--- src/hdl/spt_pkg.sv ---
// Shared constants and carrier types for the six-phase PWM trigger block.
// Assumes a 32-bit classic Wishbone bus with byte addresses on adr_i.
package spt_pkg;

    // ----------------------------------------------------------------
    // Register indices (byte address is four times the index)
    // ----------------------------------------------------------------
    localparam logic [31:0] TRIG_A_OPT_IDX = 32'hFFFFF622;
    localparam logic [31:0] TRIG_B_OPT_IDX = 32'hFFFFF623;
    localparam logic [31:0] OUT_CTL_IDX = 32'hFFFFF624;

    // ----------------------------------------------------------------
    // Reset values and writable-bit masks
    // ----------------------------------------------------------------
    localparam logic [5:0] TRIG_OPT_RESET = 6'h00;
    localparam logic [7:0] OUT_CTL_RESET = 8'hA8;
    localparam logic [7:0] OUT_CTL_MASK = 8'hFC;
    localparam logic [7:0] BYTE_ZERO = 8'h00;

    // ----------------------------------------------------------------
    // Field positions
    // ----------------------------------------------------------------
    localparam int TRIG_OPT_WIDTH = 6;
    localparam int NUM_NEG_CH = 3;
    localparam int NEG_EN_BASE = 2;
    localparam int NEG_LVL_BASE = 3;
    localparam int NEG_CH_STRIDE = 2;

    // ----------------------------------------------------------------
    // Carrier types
    // ----------------------------------------------------------------
    // Layout matches option register bits 5..0
    typedef struct packed {
        logic ch1DirectionSel;
        logic ch0DirectionSel;
        logic ch1Enable;
        logic ch0Enable;
        logic crestEnable;
        logic valleyEnable;
    } spt_trig_cfg_t;

    typedef struct packed {
        logic compareCh1Event;
        logic compareCh0Event;
        logic crestEvent;
        logic valleyEvent;
    } spt_events_t;

    // Word-aligned address match against a register index
    function automatic logic spt_adr_hit(input logic [31:0] adr, input logic [31:0] idx);
        return adr[31:2] == idx[29:0];
    endfunction

endpackage

--- src/hdl/spt_trig_route.sv ---
// Routes timer events onto one converter trigger output.
// Assumes events are one-cycle pulses synchronous to core_clk.
`timescale 1ns/1ps
`default_nettype none
module spt_trig_route
    import spt_pkg::*;
(
    input wire logic core_clk,
    input wire logic arst_n,
    input wire spt_trig_cfg_t cfg,
    input wire spt_events_t timerEvents,
    input wire logic deadCountDown,
    output logic trigPulse
);

    // ----------------------------------------------------------------
    // Source qualification
    // ----------------------------------------------------------------
    // Compare events gated by enable and dead-time direction
    wire logic ch1Hit = timerEvents.compareCh1Event & cfg.ch1Enable
        & (cfg.ch1DirectionSel == deadCountDown);
    wire logic ch0Hit = timerEvents.compareCh0Event & cfg.ch0Enable
        & (cfg.ch0DirectionSel == deadCountDown);
    wire logic crestHit = timerEvents.crestEvent & cfg.crestEnable;
    wire logic valleyHit = timerEvents.valleyEvent & cfg.valleyEnable;
    wire logic anyHit = ch1Hit | ch0Hit | crestHit | valleyHit;
    wire logic noSource = ~(cfg.ch1Enable | cfg.ch0Enable | cfg.crestEnable | cfg.valleyEnable);
    wire logic onlyCh1 = timerEvents == 4'h8;

    // Single-cycle trigger pulse per qualifying event
    always_ff @(posedge core_clk or negedge arst_n) begin
        if (!arst_n) begin
            trigPulse <= 1'b0;
        end else begin
            trigPulse <= anyHit;
        end
    end
endmodule
`default_nettype wire

--- src/hdl/spt_neg_pin.sv ---
// One negative-side PWM pin: fixed level or phased waveform.
// Assumes phaseWave is the channel's positive-phase drive from the dead-time logic.
`timescale 1ns/1ps
`default_nettype none
module spt_neg_pin
    import spt_pkg::*;
#(
    parameter logic RESET_LEVEL = 1'b1
)
(
    input wire logic core_clk,
    input wire logic arst_n,
    input wire logic levelSel,
    input wire logic outEnable,
    input wire logic timerRunEnable,
    input wire logic phaseWave,
    output logic pinLevel
);

    // ----------------------------------------------------------------
    // Pin selection
    // ----------------------------------------------------------------
    // Waveform only while enabled and running; level 1 inverts phase
    wire logic passWave = outEnable & timerRunEnable;
    wire logic phasedWave = phaseWave ^ levelSel;
    wire logic pinNext = passWave ? phasedWave : levelSel;

    always_ff @(posedge core_clk or negedge arst_n) begin
        if (!arst_n) begin
            pinLevel <= RESET_LEVEL;
        end else begin
            pinLevel <= pinNext;
        end
    end
endmodule
`default_nettype wire

--- src/hdl/spt_ctrl.sv ---
// Top of the six-phase PWM option logic: registers, two converter
// triggers and three negative-side pins.
// Assumes a classic Wishbone master and event pulses from the timer core.
//
// Overview of operation
// Trigger A compare needs matching count direction
// Trigger A compare sources need enable bits
// Trigger A crest source follows its enable
// Trigger A valley blocked when disabled
// Option register B: 8 bits, reset zero
// Option register B layout, top bits zero
// Trigger B compare needs matching count direction
// Trigger B compare sources need enable bits
// Trigger B crest source follows bit 1
// Trigger B valley source follows bit 0
// Output control: 8 bits, reset A8H
// Software changes output control only when stopped
// Same-value write while running changes nothing
// Software enables positive pin before output control
// Software keeps A8H outside six-phase mode
// Negative pins use level and enable bits
// Negative pin level, or phased wave when running
// One-cycle pulse per enabled event, ORed
// Reserved bits read zero, ignore writes
//
// The implementer's own choice: register access over Wishbone.
`timescale 1ns/1ps
`default_nettype none
module spt_ctrl
    import spt_pkg::*;
(
    input wire logic core_clk,
    input wire logic arst_n,
    input wire logic cyc_i,
    input wire logic stb_i,
    input wire logic we_i,
    input wire logic [3:0] sel_i,
    input wire logic [31:0] adr_i,
    input wire logic [31:0] dat_i,
    output logic [31:0] dat_o,
    output logic ack_o,
    input wire spt_events_t timerEvents,
    input wire logic deadCountDown,
    input wire logic timerRunEnable,
    input wire logic [NUM_NEG_CH-1:0] negPhaseWave,
    output logic converterTriggerA,
    output logic converterTriggerB,
    output logic [NUM_NEG_CH-1:0] negSidePwmPin
);

    // ----------------------------------------------------------------
    // Register state
    // ----------------------------------------------------------------
    logic [5:0] trigAOpt_q;
    logic [5:0] trigAOpt_d;
    logic [5:0] trigBOpt_q;
    logic [5:0] trigBOpt_d;
    logic [7:0] outCtl_q;
    logic [7:0] outCtl_d;
    logic [31:0] readData_d;

    // ----------------------------------------------------------------
    // Bus decode
    // ----------------------------------------------------------------
    // One access per request; ack is a single-cycle answer
    wire logic busReq = cyc_i & stb_i & ~ack_o;
    wire logic busWrite = busReq & we_i & sel_i[0];
    wire logic hitA = spt_adr_hit(adr_i, TRIG_A_OPT_IDX);
    wire logic hitB = spt_adr_hit(adr_i, TRIG_B_OPT_IDX);
    wire logic hitOut = spt_adr_hit(adr_i, OUT_CTL_IDX);
    wire logic [7:0] wrByte = dat_i[7:0];

    // Write strobes; output control locked while the timer runs
    wire logic wrA = busWrite & hitA;
    wire logic wrB = busWrite & hitB;
    wire logic wrOutRaw = busWrite & hitOut;
    wire logic wrOut = wrOutRaw & ~timerRunEnable;

    // Next register values; reserved bits dropped
    assign trigAOpt_d = wrA ? wrByte[5:0] : trigAOpt_q;
    assign trigBOpt_d = wrB ? wrByte[5:0] : trigBOpt_q;
    assign outCtl_d = wrOut ? (wrByte & OUT_CTL_MASK) : outCtl_q;

    // Read data, reserved and unmapped bits read zero
    assign readData_d = hitA ? 32'({2'b00, trigAOpt_q})
        : hitB ? 32'({2'b00, trigBOpt_q})
        : hitOut ? 32'(outCtl_q)
        : 32'h0000_0000;

    // ----------------------------------------------------------------
    // Register update
    // ----------------------------------------------------------------
    // Option and output-control registers
    always_ff @(posedge core_clk or negedge arst_n) begin
        if (!arst_n) begin
            trigAOpt_q <= TRIG_OPT_RESET;
            trigBOpt_q <= TRIG_OPT_RESET;
            outCtl_q <= OUT_CTL_RESET;
        end else begin
            trigAOpt_q <= trigAOpt_d;
            trigBOpt_q <= trigBOpt_d;
            outCtl_q <= outCtl_d;
        end
    end

    // Bus answer: ack and read data one cycle after the request
    always_ff @(posedge core_clk or negedge arst_n) begin
        if (!arst_n) begin
            ack_o <= 1'b0;
            dat_o <= 32'h0000_0000;
        end else begin
            ack_o <= busReq;
            dat_o <= busReq ? readData_d : 32'h0000_0000;
        end
    end

    // ----------------------------------------------------------------
    // Converter triggers
    // ----------------------------------------------------------------
    // Trigger A from the first option register
    spt_trig_route u_trig_a (
        .core_clk(core_clk),
        .arst_n(arst_n),
        .cfg(spt_trig_cfg_t'(trigAOpt_q)),
        .timerEvents(timerEvents),
        .deadCountDown(deadCountDown),
        .trigPulse(converterTriggerA)
    );

    // Trigger B from the second option register
    spt_trig_route u_trig_b (
        .core_clk(core_clk),
        .arst_n(arst_n),
        .cfg(spt_trig_cfg_t'(trigBOpt_q)),
        .timerEvents(timerEvents),
        .deadCountDown(deadCountDown),
        .trigPulse(converterTriggerB)
    );

    // ----------------------------------------------------------------
    // Negative-side pins
    // ----------------------------------------------------------------
    // Channel m uses enable bit 2m+2 and level bit 2m+3
    for (genvar ch = 0; ch < NUM_NEG_CH; ch++) begin : g_neg
        spt_neg_pin #(
            .RESET_LEVEL(OUT_CTL_RESET[NEG_LVL_BASE + NEG_CH_STRIDE * ch])
        ) u_pin (
            .core_clk(core_clk),
            .arst_n(arst_n),
            .levelSel(outCtl_q[NEG_LVL_BASE + NEG_CH_STRIDE * ch]),
            .outEnable(outCtl_q[NEG_EN_BASE + NEG_CH_STRIDE * ch]),
            .timerRunEnable(timerRunEnable),
            .phaseWave(negPhaseWave[ch]),
            .pinLevel(negSidePwmPin[ch])
        );
    end

    // Helpers for the checks
    wire logic onlyValley = timerEvents == 4'h1;
    wire logic onlyCrest = timerEvents == 4'h2;
endmodule
`default_nettype wire

--- config.mk ---
export PLATFORM = sky130hd
export DESIGN_NAME = spt_ctrl
export DESIGN_NICKNAME = d
export VERILOG_FILES = /design/src/hdl/spt_pkg.sv /design/src/hdl/spt_trig_route.sv /design/src/hdl/spt_neg_pin.sv /design/src/hdl/spt_ctrl.sv
export SDC_FILE = /design/constraint.sdc
export NUM_CORES = 1
export LEC_CHECK = 0
export ABC_AREA = 1
export BUFFER_PORTS_ARGS = -buffer_cell sky130_fd_sc_hd__buf_2
export CAP_MARGIN = 20
export CORE_MARGIN = 4
export CORE_UTILIZATION = 46
export DETAILED_ROUTE_END_ITERATION = 10
export GPL_TIMING_DRIVEN = 0
export PLACE_DENSITY = 0.95
export SYNTH_ARGS = -nofsm -noshare
export SYNTH_HDL_FRONTEND = slang
export SYNTH_SLANG_ARGS = --single-unit
--- constraint.sdc ---
create_clock -name core_clk -period 2.65 [get_ports core_clk]
set_clock_uncertainty 0.1 [all_clocks]
set_input_delay 0.53 -clock core_clk [delete_from_list [all_inputs] [get_ports core_clk]]
set_output_delay 0.53 -clock core_clk [all_outputs]
set_load 0.1 [all_outputs]
==> impl_metrics.sql, run 1 <==
INSERT INTO impl_metrics (metric_group, metric, value, unit) VALUES
('run_status', 'run_status', 'finished clean', ''),
('worst_setup_path', 'crit-reg2reg-capture', 'outCtl_q[6]', ''),
('timing', 'timing.max_slew.rel_slack', '55.79', '%'),
('die', 'start_util', '48.07', '%'),
('global_route', 'track_usage', '17.42', '%'),
('global_route', 'grt_antenna_before_repair', '0', ''),
('timing', 'worst-slew-pin-transition', '663.2', 'ps'),
('worst_setup_path', 'startpoint_of_the_most_critical_register_to_register_path', 'ack_o', ''),
('timing', 'max_freq', '517.9', 'MHz'),
('synth', 'yosysWarningCount', '0', ''),
('global_route', 'grt_max_degree', '33', ''),
('timing', 'final_period_minus_worst_setup_slack', '1931', 'ps'),
('timing', 'worst_hold_slack_across_all_endpoints', '173.7', 'ps'),
('route', 'drt-initial-drc-count', '83', ''),
('worst_setup_path', 'worstSetupPathType', 'reg -> out', ''),
('worst_setup_path', 'endpoint_kind', 'output port', ''),
('worst_setup_path', 'worst-path-max-fanout', '1', ''),
('cts', 'clock-root-buffer', 'clkbuf_8', ''),
('timing', 'final-setup-viol-count', '0', ''),
('final_layout', 'final_cell_mix', 'nand2_1 (66), buf_2 (66), nand3_1 (29), buf_4 (27), dfrtp_1 (26)', ''),
('placed_design', 'dp_hpwl', '3.703', 'mm'),
('final_layout', 'insertedDiodeCount', '0', ''),
('synth', 'synth_seq_area_share', '41.73', '%'),
('final_layout', 'drive_gt1_share', '38.21', '%'),
('die', 'pin_count', '120', ''),
('cts', 'tritoncts.num_buffers', '5', ''),
('global_route', 'global_route_wire_length_before_repair', '7.141', 'mm'),
('worst_setup_path', 'startpoint_type', 'flop', ''),
('timing', 'layout_worst_path_cycle_share', '72.86', '%'),
('synth', 'post_synth.cell_area_avg', '8.138', 'µm²'),
('cts', 'cts_setup_buffers', '0', ''),
('global_route', 'grt_pass1_vias', '1729', ''),
('route', 'postRouteWirelength', '4.529', 'mm'),
('power', 'peakVddDrop', '0.3343', 'mV'),
('cts', 'cts-htree-levels', '2', ''),
('hold_path', 'timing.hold.worst.class', 'in -> async', ''),
('global_route', 'gr-total-overflow', '0', ''),
('cts', 'ctsHoldBuffers', '0', ''),
('route', 'drt-pass1-iter-count', '4', ''),
('die', 'dieWidth', '72.89', 'µm'),
('timing', 'timing_hold_violations_final', '0', ''),
('route', 'via_count', '1794', ''),
('worst_setup_path', 'ff2ff_path_depth', '6', ''),
('die', 'core_area', '4029', 'µm²'),
('synth', 'post_synth_inst_count', '238', ''),
('timing', 'tns', '0', 'ps'),
('power', 'p_leak', '1.497', 'nW'),
('power', 'power.density', '462.3', 'nW/µm²'),
('job', 'drv_cap', '0', ''),
('timing', 'rsz0062_at_grt', 'false', ''),
('placed_design', 'place.gp.congestion', '0.8142', ''),
('route', 'detail_route.wl_per_cell', '11.76', 'µm'),
('final_layout', 'finalNetCount', '416', ''),
('cts', 'clkTransAtPathRegs', '60', 'ps'),
('route', 'detail_route.vias_per_cell', '4.660', ''),
('synth', 'ys_async_sr_fraction', '100.0', '%'),
('timing', 'drv_slew', '0', ''),
('final_layout', 'area_delta_synth_final', '29.39', '%'),
('route', 'ant_nets', '0', ''),
('cts', 'cts_resized', '0', ''),
('die', 'die-area', '5313', 'µm²'),
('worst_setup_path', 'crit_required', '2020', 'ps'),
('placed_design', 'port-buffer-count', '66', ''),
('synth', 'dominant_register_cell_in_the_synthesized_netlist', 'dfrtp_1', ''),
('die', 'die_height', '72.89', 'µm'),
('final_layout', 'layout.core_utilization', '62.21', '%'),
('cts', 'cts.sink_count', '32', ''),
('die', 'core.rowCount', '23', ''),
('synth', 'syn_area', '1937', 'µm²'),
('synth', 'flip_flop_and_latch_count_after_synthesis', '32', ''),
('worst_setup_path', 'rrSetupSlack', '1100', 'ps'),
('worst_setup_path', 'worst_ep_arrival_time', '1300', 'ps'),
('synth', 'synth_edf_count', '0', ''),
('cts', 'cts_tree', 'done', ''),
('synth', 'count_of_different_cell_masters_after_synthesis', '25', ''),
('route', 'drc', '0', ''),
('cts', 'cts.path.max_buffers', '2', ''),
('cts', 'clk_latency', '290', 'ps');
metal layers:
| layer | wire [µm] | track usage (%) | part of all wire, % | vias to the layer above |
|---|---|---|---|---|
| met5 | 0 | 0 | 0 | - |
| met4 | 130 | 10.45 | 2.9 | 0 |
| met3 | 476 | 5.234 | 11 | 18 |
| met2 | 2388 | 30.86 | 53 | 93 |
| met1 | 1534 | 17.92 | 34 | 793 |
| li1 | - | - | - | 890 |
synth_stat cells (4+ instances only):
cell type   n  share of area (%)
nand3_1    29                7.5
nor2_4      7                4.1
nand2_2     4                1.3
dfstp_2     6                8.1
nor2_1      8                1.6
nand2_1    66                 13
a21oi_1     5                1.3
dfrtp_1    26                 34
buf_4      27                 10
o21ai_1     6                1.6
inv_1      25                4.8
o21ai_0     8                2.1
worst max-delay path, cell delays in order, from the launching register on:
cell     delay [ps]
dfstp_2         520
buf_4            90
buf_2           410
area by class of cell:
| type | instances | area [µm²] |
|---|---|---|
| Tap cell | 50 | 62.56 |
| Fill cell | 356 | 1523 |
| Inverter | 26 | 97.59 |
| Sequential cell | 32 | 808.3 |
| Clock buffer | 8 | 90.09 |
| Timing Repair Buffer | 66 | 330.3 |
| Buffer | 29 | 229.0 |
| Multi-Input combinational cell | 174 | 888.4 |
registers in the layout, summed over array words and instances (netlist names):
signal and flops:
dat_o 8, trigBOpt_q 6, outCtl_q 6, trigAOpt_q 6, g_neg.u_pin.pinLevel 3, u_trig_b.trigPulse 1
u_trig_a.trigPulse 1, ack_o 1
through the flow:
step / instance area (µm²) / setup WS [ps] / cells / power [mW]
2_1_floorplan: 2023 / 779.4 / 261 / 0.7276
3_3_place_gp: 2416 / 863.7 / 377 / 0.7852
3_5_place_dp: 2416 / 799.3 / 377 / 0.7897
4_1_cts: 2506 / 707.7 / 385 / 1.165
5_1_grt: 2506 / 686.0 / 385 / 1.207
6_report: 2506 / 719.2 / 385 / 1.159
cells by family (layout without fill, tap and decap cells):
logic type / after synthesis / count (layout) / share of synthesized area (%)
AOI/OAI and AO/OA: 23 / 23 / 6.524
xor gates and xnor gates: 3 / 3 / 1.357
buffers and inverters: 55 / 129 / 16.86
DFF: 32 / 32 / 41.73
other: 1 / 24 / 0.1936
and+or+nand+nor: 124 / 124 / 33.33
report_power, final:
group	total [mW]	switching [mW]	internal (mW)	leakage (nW)
combinational	0.289	0.225	0.0638	1.06
clock	0.376	0.165	0.211	0.0455
sequential	0.494	0.00122	0.492	0.389
total	1.16	0.391	0.767	1.50
how the worst max path moves through the flow:
stage | from | endpoint | cells past startpoint
floorplan | ack_o | outCtl_q[2] | 6
global placement | adr_i[10] | outCtl_q[6] | 11
detailed placement | adr_i[13] | outCtl_q[6] | 11
CTS | g_neg[2].u_pin.pinLevel | negSidePwmPin[2] | 2
global route | g_neg[0].u_pin.pinLevel | negSidePwmPin[0] | 2
finish | g_neg[2].u_pin.pinLevel | negSidePwmPin[2] | 2
Power figures use the tool's default switching activity.
==> inputs of run 2 (changes only) <==
Settings changed: CORE_UTILIZATION 46 to 39, PLACE_DENSITY 0.95 to 0.88.
Clock period 2.65 ns to 1.71 ns, I/O delays scaled along.
==> run 2 against run 1 <==
Compared with the run above:
- the run now ends with negative hold slack left
- worst hold slack worse by 180 ps
- setup slack lost 620 ps
- non-clock buffer count is the same
- largest power group unchanged
==> impl_metrics.sql, run 2 (synthesis gave the netlist of run 1 again) <==
INSERT INTO impl_metrics (metric_group, metric, value, unit) VALUES
('timing', 'worst-slew-pin-transition', '688.2', 'ps'),
('final_layout', 'layout.core_utilization', '53.39', '%'),
('route', 'via_count', '1727', ''),
('worst_setup_path', 'worst_path_largest_cell_delay', '520', 'ps'),
('final_layout', 'final_cell_mix', 'nand2_1 (66), buf_2 (63), buf_4 (30), nand3_1 (29)', ''),
('worst_setup_path', 'crit_required', '1270', 'ps'),
('final_layout', 'insertedDiodeCount', '0', ''),
('die', 'pin_count', '120', ''),
('cts', 'cts-htree-levels', '2', ''),
('run_status', 'run_status', 'finished with violations', ''),
('power', 'p_leak', '1.501', 'nW'),
('worst_setup_path', 'startpoint_type', 'flop', ''),
('worst_setup_path', 'endpoint_kind', 'output port', ''),
('placed_design', 'place.gp.congestion', '0.8242', ''),
('power', 'clkPwrFrac', '32.7', '%'),
('die', 'die-area', '6158', 'µm²'),
('global_route', 'track_usage', '14.24', '%'),
('worst_setup_path', 'worst-path-buf-inv', '2', ''),
('placed_design', 'pre_cts_slack', '47.45', 'ps'),
('final_layout', 'top_register', 'dat_o', ''),
('power', 'total_power', '1.796', 'mW'),
('placed_design', 'placed_cells', '394', ''),
('worst_setup_path', 'critical-path-slowest-cell', 'dfstp_2', ''),
('power', 'peakVddDrop', '0.3042', 'mV'),
('die', 'core.rowCount', '25', ''),
('timing', 'max_freq', '621.2', 'MHz'),
('cts', 'ctsHoldBuffers', '0', ''),
('route', 'postRouteWirelength', '4.236', 'mm'),
('cts', 'clock-root-buffer', 'clkbuf_8', ''),
('cts', 'tritoncts.num_buffers', '5', ''),
('timing', 'rsz0062_at_grt', 'false', ''),
('route', 'drt-pass1-iter-count', '4', ''),
('worst_setup_path', 'critical-path-top-cell-by-count', 'buf_4', ''),
('route', 'drc', '0', ''),
('power', 'switching_portion_of_total_power', '34.19', '%'),
('power', 'switching_power', '614.2', 'µW'),
('die', 'start_util', '40.74', '%'),
('placed_design', 'dp_hpwl', '3.481', 'mm'),
('global_route', 'gr-total-overflow', '0', ''),
('run_status', 'violations', 'negative hold slack', ''),
('route', 'detail_route.vias_per_cell', '4.296', ''),
('final_layout', 'area_delta_synth_final', '31.07', '%'),
('global_route', 'grt_antenna_before_repair', '0', ''),
('final_layout', 'largest_reg_flops', '8', ''),
('timing', 'timing_hold_violations_final', '5', ''),
('hold_path', 'timing.hold.worst.class', 'in -> async', ''),
('placed_design', 'port-buffer-count', '66', ''),
('worst_setup_path', 'crit_family', 'flip-flops', ''),
('global_route', 'global_route_wire_length_before_repair', '6.906', 'mm'),
('timing', 'drv_slew', '0', ''),
('timing', 'timing.max_slew.rel_slack', '54.12', '%'),
('worst_setup_path', 'critical_path.cell_chain', 'buf_4, buf_4', ''),
('cts', 'clk_latency', '290', 'ps'),
('final_layout', 'drive_gt1_share', '39.10', '%'),
('cts', 'cts.path.max_buffers', '2', ''),
('cts', 'cts.sink_count', '32', ''),
('timing', 'worst_hold_slack_across_all_endpoints', '-6.155', 'ps'),
('timing', 'layout_worst_path_cycle_share', '94.14', '%'),
('timing', 'final-setup-viol-count', '0', ''),
('final_layout', 'nFillCells', '461', ''),
('power', 'power.density', '707.5', 'nW/µm²'),
('route', 'drt-initial-drc-count', '80', ''),
('cts', 'clkTransAtPathRegs', '60', 'ps'),
('power', 'pwr-share-comb', '24.7', '%'),
('cts', 'cts_tree', 'done', ''),
('final_layout', 'finalNetCount', '416', ''),
('final_layout', 'mostFrequentLayoutCell', 'nand2_1', ''),
('worst_setup_path', 'worst_ep_arrival_time', '1170', 'ps'),
('die', 'core_area', '4755', 'µm²'),
('job', 'drv_cap', '0', ''),
('worst_setup_path', 'worst-path-max-fanout', '1', ''),
('die', 'die_height', '78.47', 'µm'),
('power', 'seq_power_share', '42.6', '%'),
('global_route', 'grt_max_degree', '33', ''),
('route', 'detail_route.wl_per_cell', '10.54', 'µm'),
('route', 'ant_nets', '0', ''),
('timing', 'tns', '0', 'ps'),
('die', 'dieWidth', '78.47', 'µm'),
('timing', 'layout_setup_ws', '100.3', 'ps'),
('worst_setup_path', 'worstSetupPathType', 'reg -> out', ''),
('final_layout', 'final_standard_cell_count_with_taps_included_and_fillers_excluded', '402', ''),
('global_route', 'grt_pass1_vias', '1646', ''),
('power', 'cellInternalPower', '1.182', 'mW'),
('timing', 'final_period_minus_worst_setup_slack', '1610', 'ps');
## run 2: changes by cell type in the layout (fill, tap and decap cells not counted), sizes merged
cell | before | now
clkinv | 0 | 2
clkbuf | 8 | 6
## run 2: timing repair
action | 4_1_cts | 5_1_grt
setup endpoints to repair | 3 | 0
buffers inserted | 0 | 0
hold endpoints to repair | 0 | 0
gates resized for setup | 3 | 0
## run 2: metrics by stage
stage,cell area [µm²],hold WS (ps)
finish,2539,-6.155
global route,2539,61.53
CTS,2539,8.144
detailed placement,2439,319.2
global placement,2439,308.3
floorplan,2024,-53.59
## run 2: cell type report
| class | instances | area, µm² | share of cell area, % |
|---|---|---|---|
| plain buffers | 29 | 229.0 | 9.019 |
| clock buffers | 6 | 82.58 | 3.253 |
| clock inverters | 2 | 10.01 | 0.3943 |
| inverters | 26 | 97.59 | 3.844 |
| multi-input cells | 174 | 888.4 | 34.99 |
| flip-flops and latches | 32 | 809.5 | 31.89 |
| well taps | 67 | 83.83 | 3.302 |
| repair buffers | 66 | 337.8 | 13.31 |
## run 2: routing by layer
metal / track usage, % / share of wire (%) / vias up
met3: 4.817 / 9.6 / 9
met1: 14.42 / 36 / 759
met4: 6.993 / 1.7 / 0
met5: 0 / 0 / -
li1: - / - / 889
met2: 25.94 / 53 / 70
## run 2: worst paths after layout
check | start | end | slack [ps] | depth (start not counted)
setup reg to reg | ack_o | outCtl_q[4] | 140 | 6
min in group core_clk | dat_i[1] | trigAOpt_q[1] | 170 | 3
hold / removal | arst_n | dat_o[3] | -6 | 1
setup / recovery | g_neg[1].u_pin.pinLevel | negSidePwmPin[1] | 100 | 2
max in group asynchronous | arst_n | ack_o | 1030 | 1
hold reg to reg | outCtl_q[7] | outCtl_q[7] | 380 | 2
## run 2: power by group through the flow
stage	combinational, mW	sequential, mW	clock [mW]
after global routing	0.470	0.765	0.629
after floorplan	0.313	0.815	0
final	0.444	0.765	0.587
after global placement	0.439	0.778	0
after detailed placement	0.444	0.779	0
after CTS	0.445	0.765	0.600
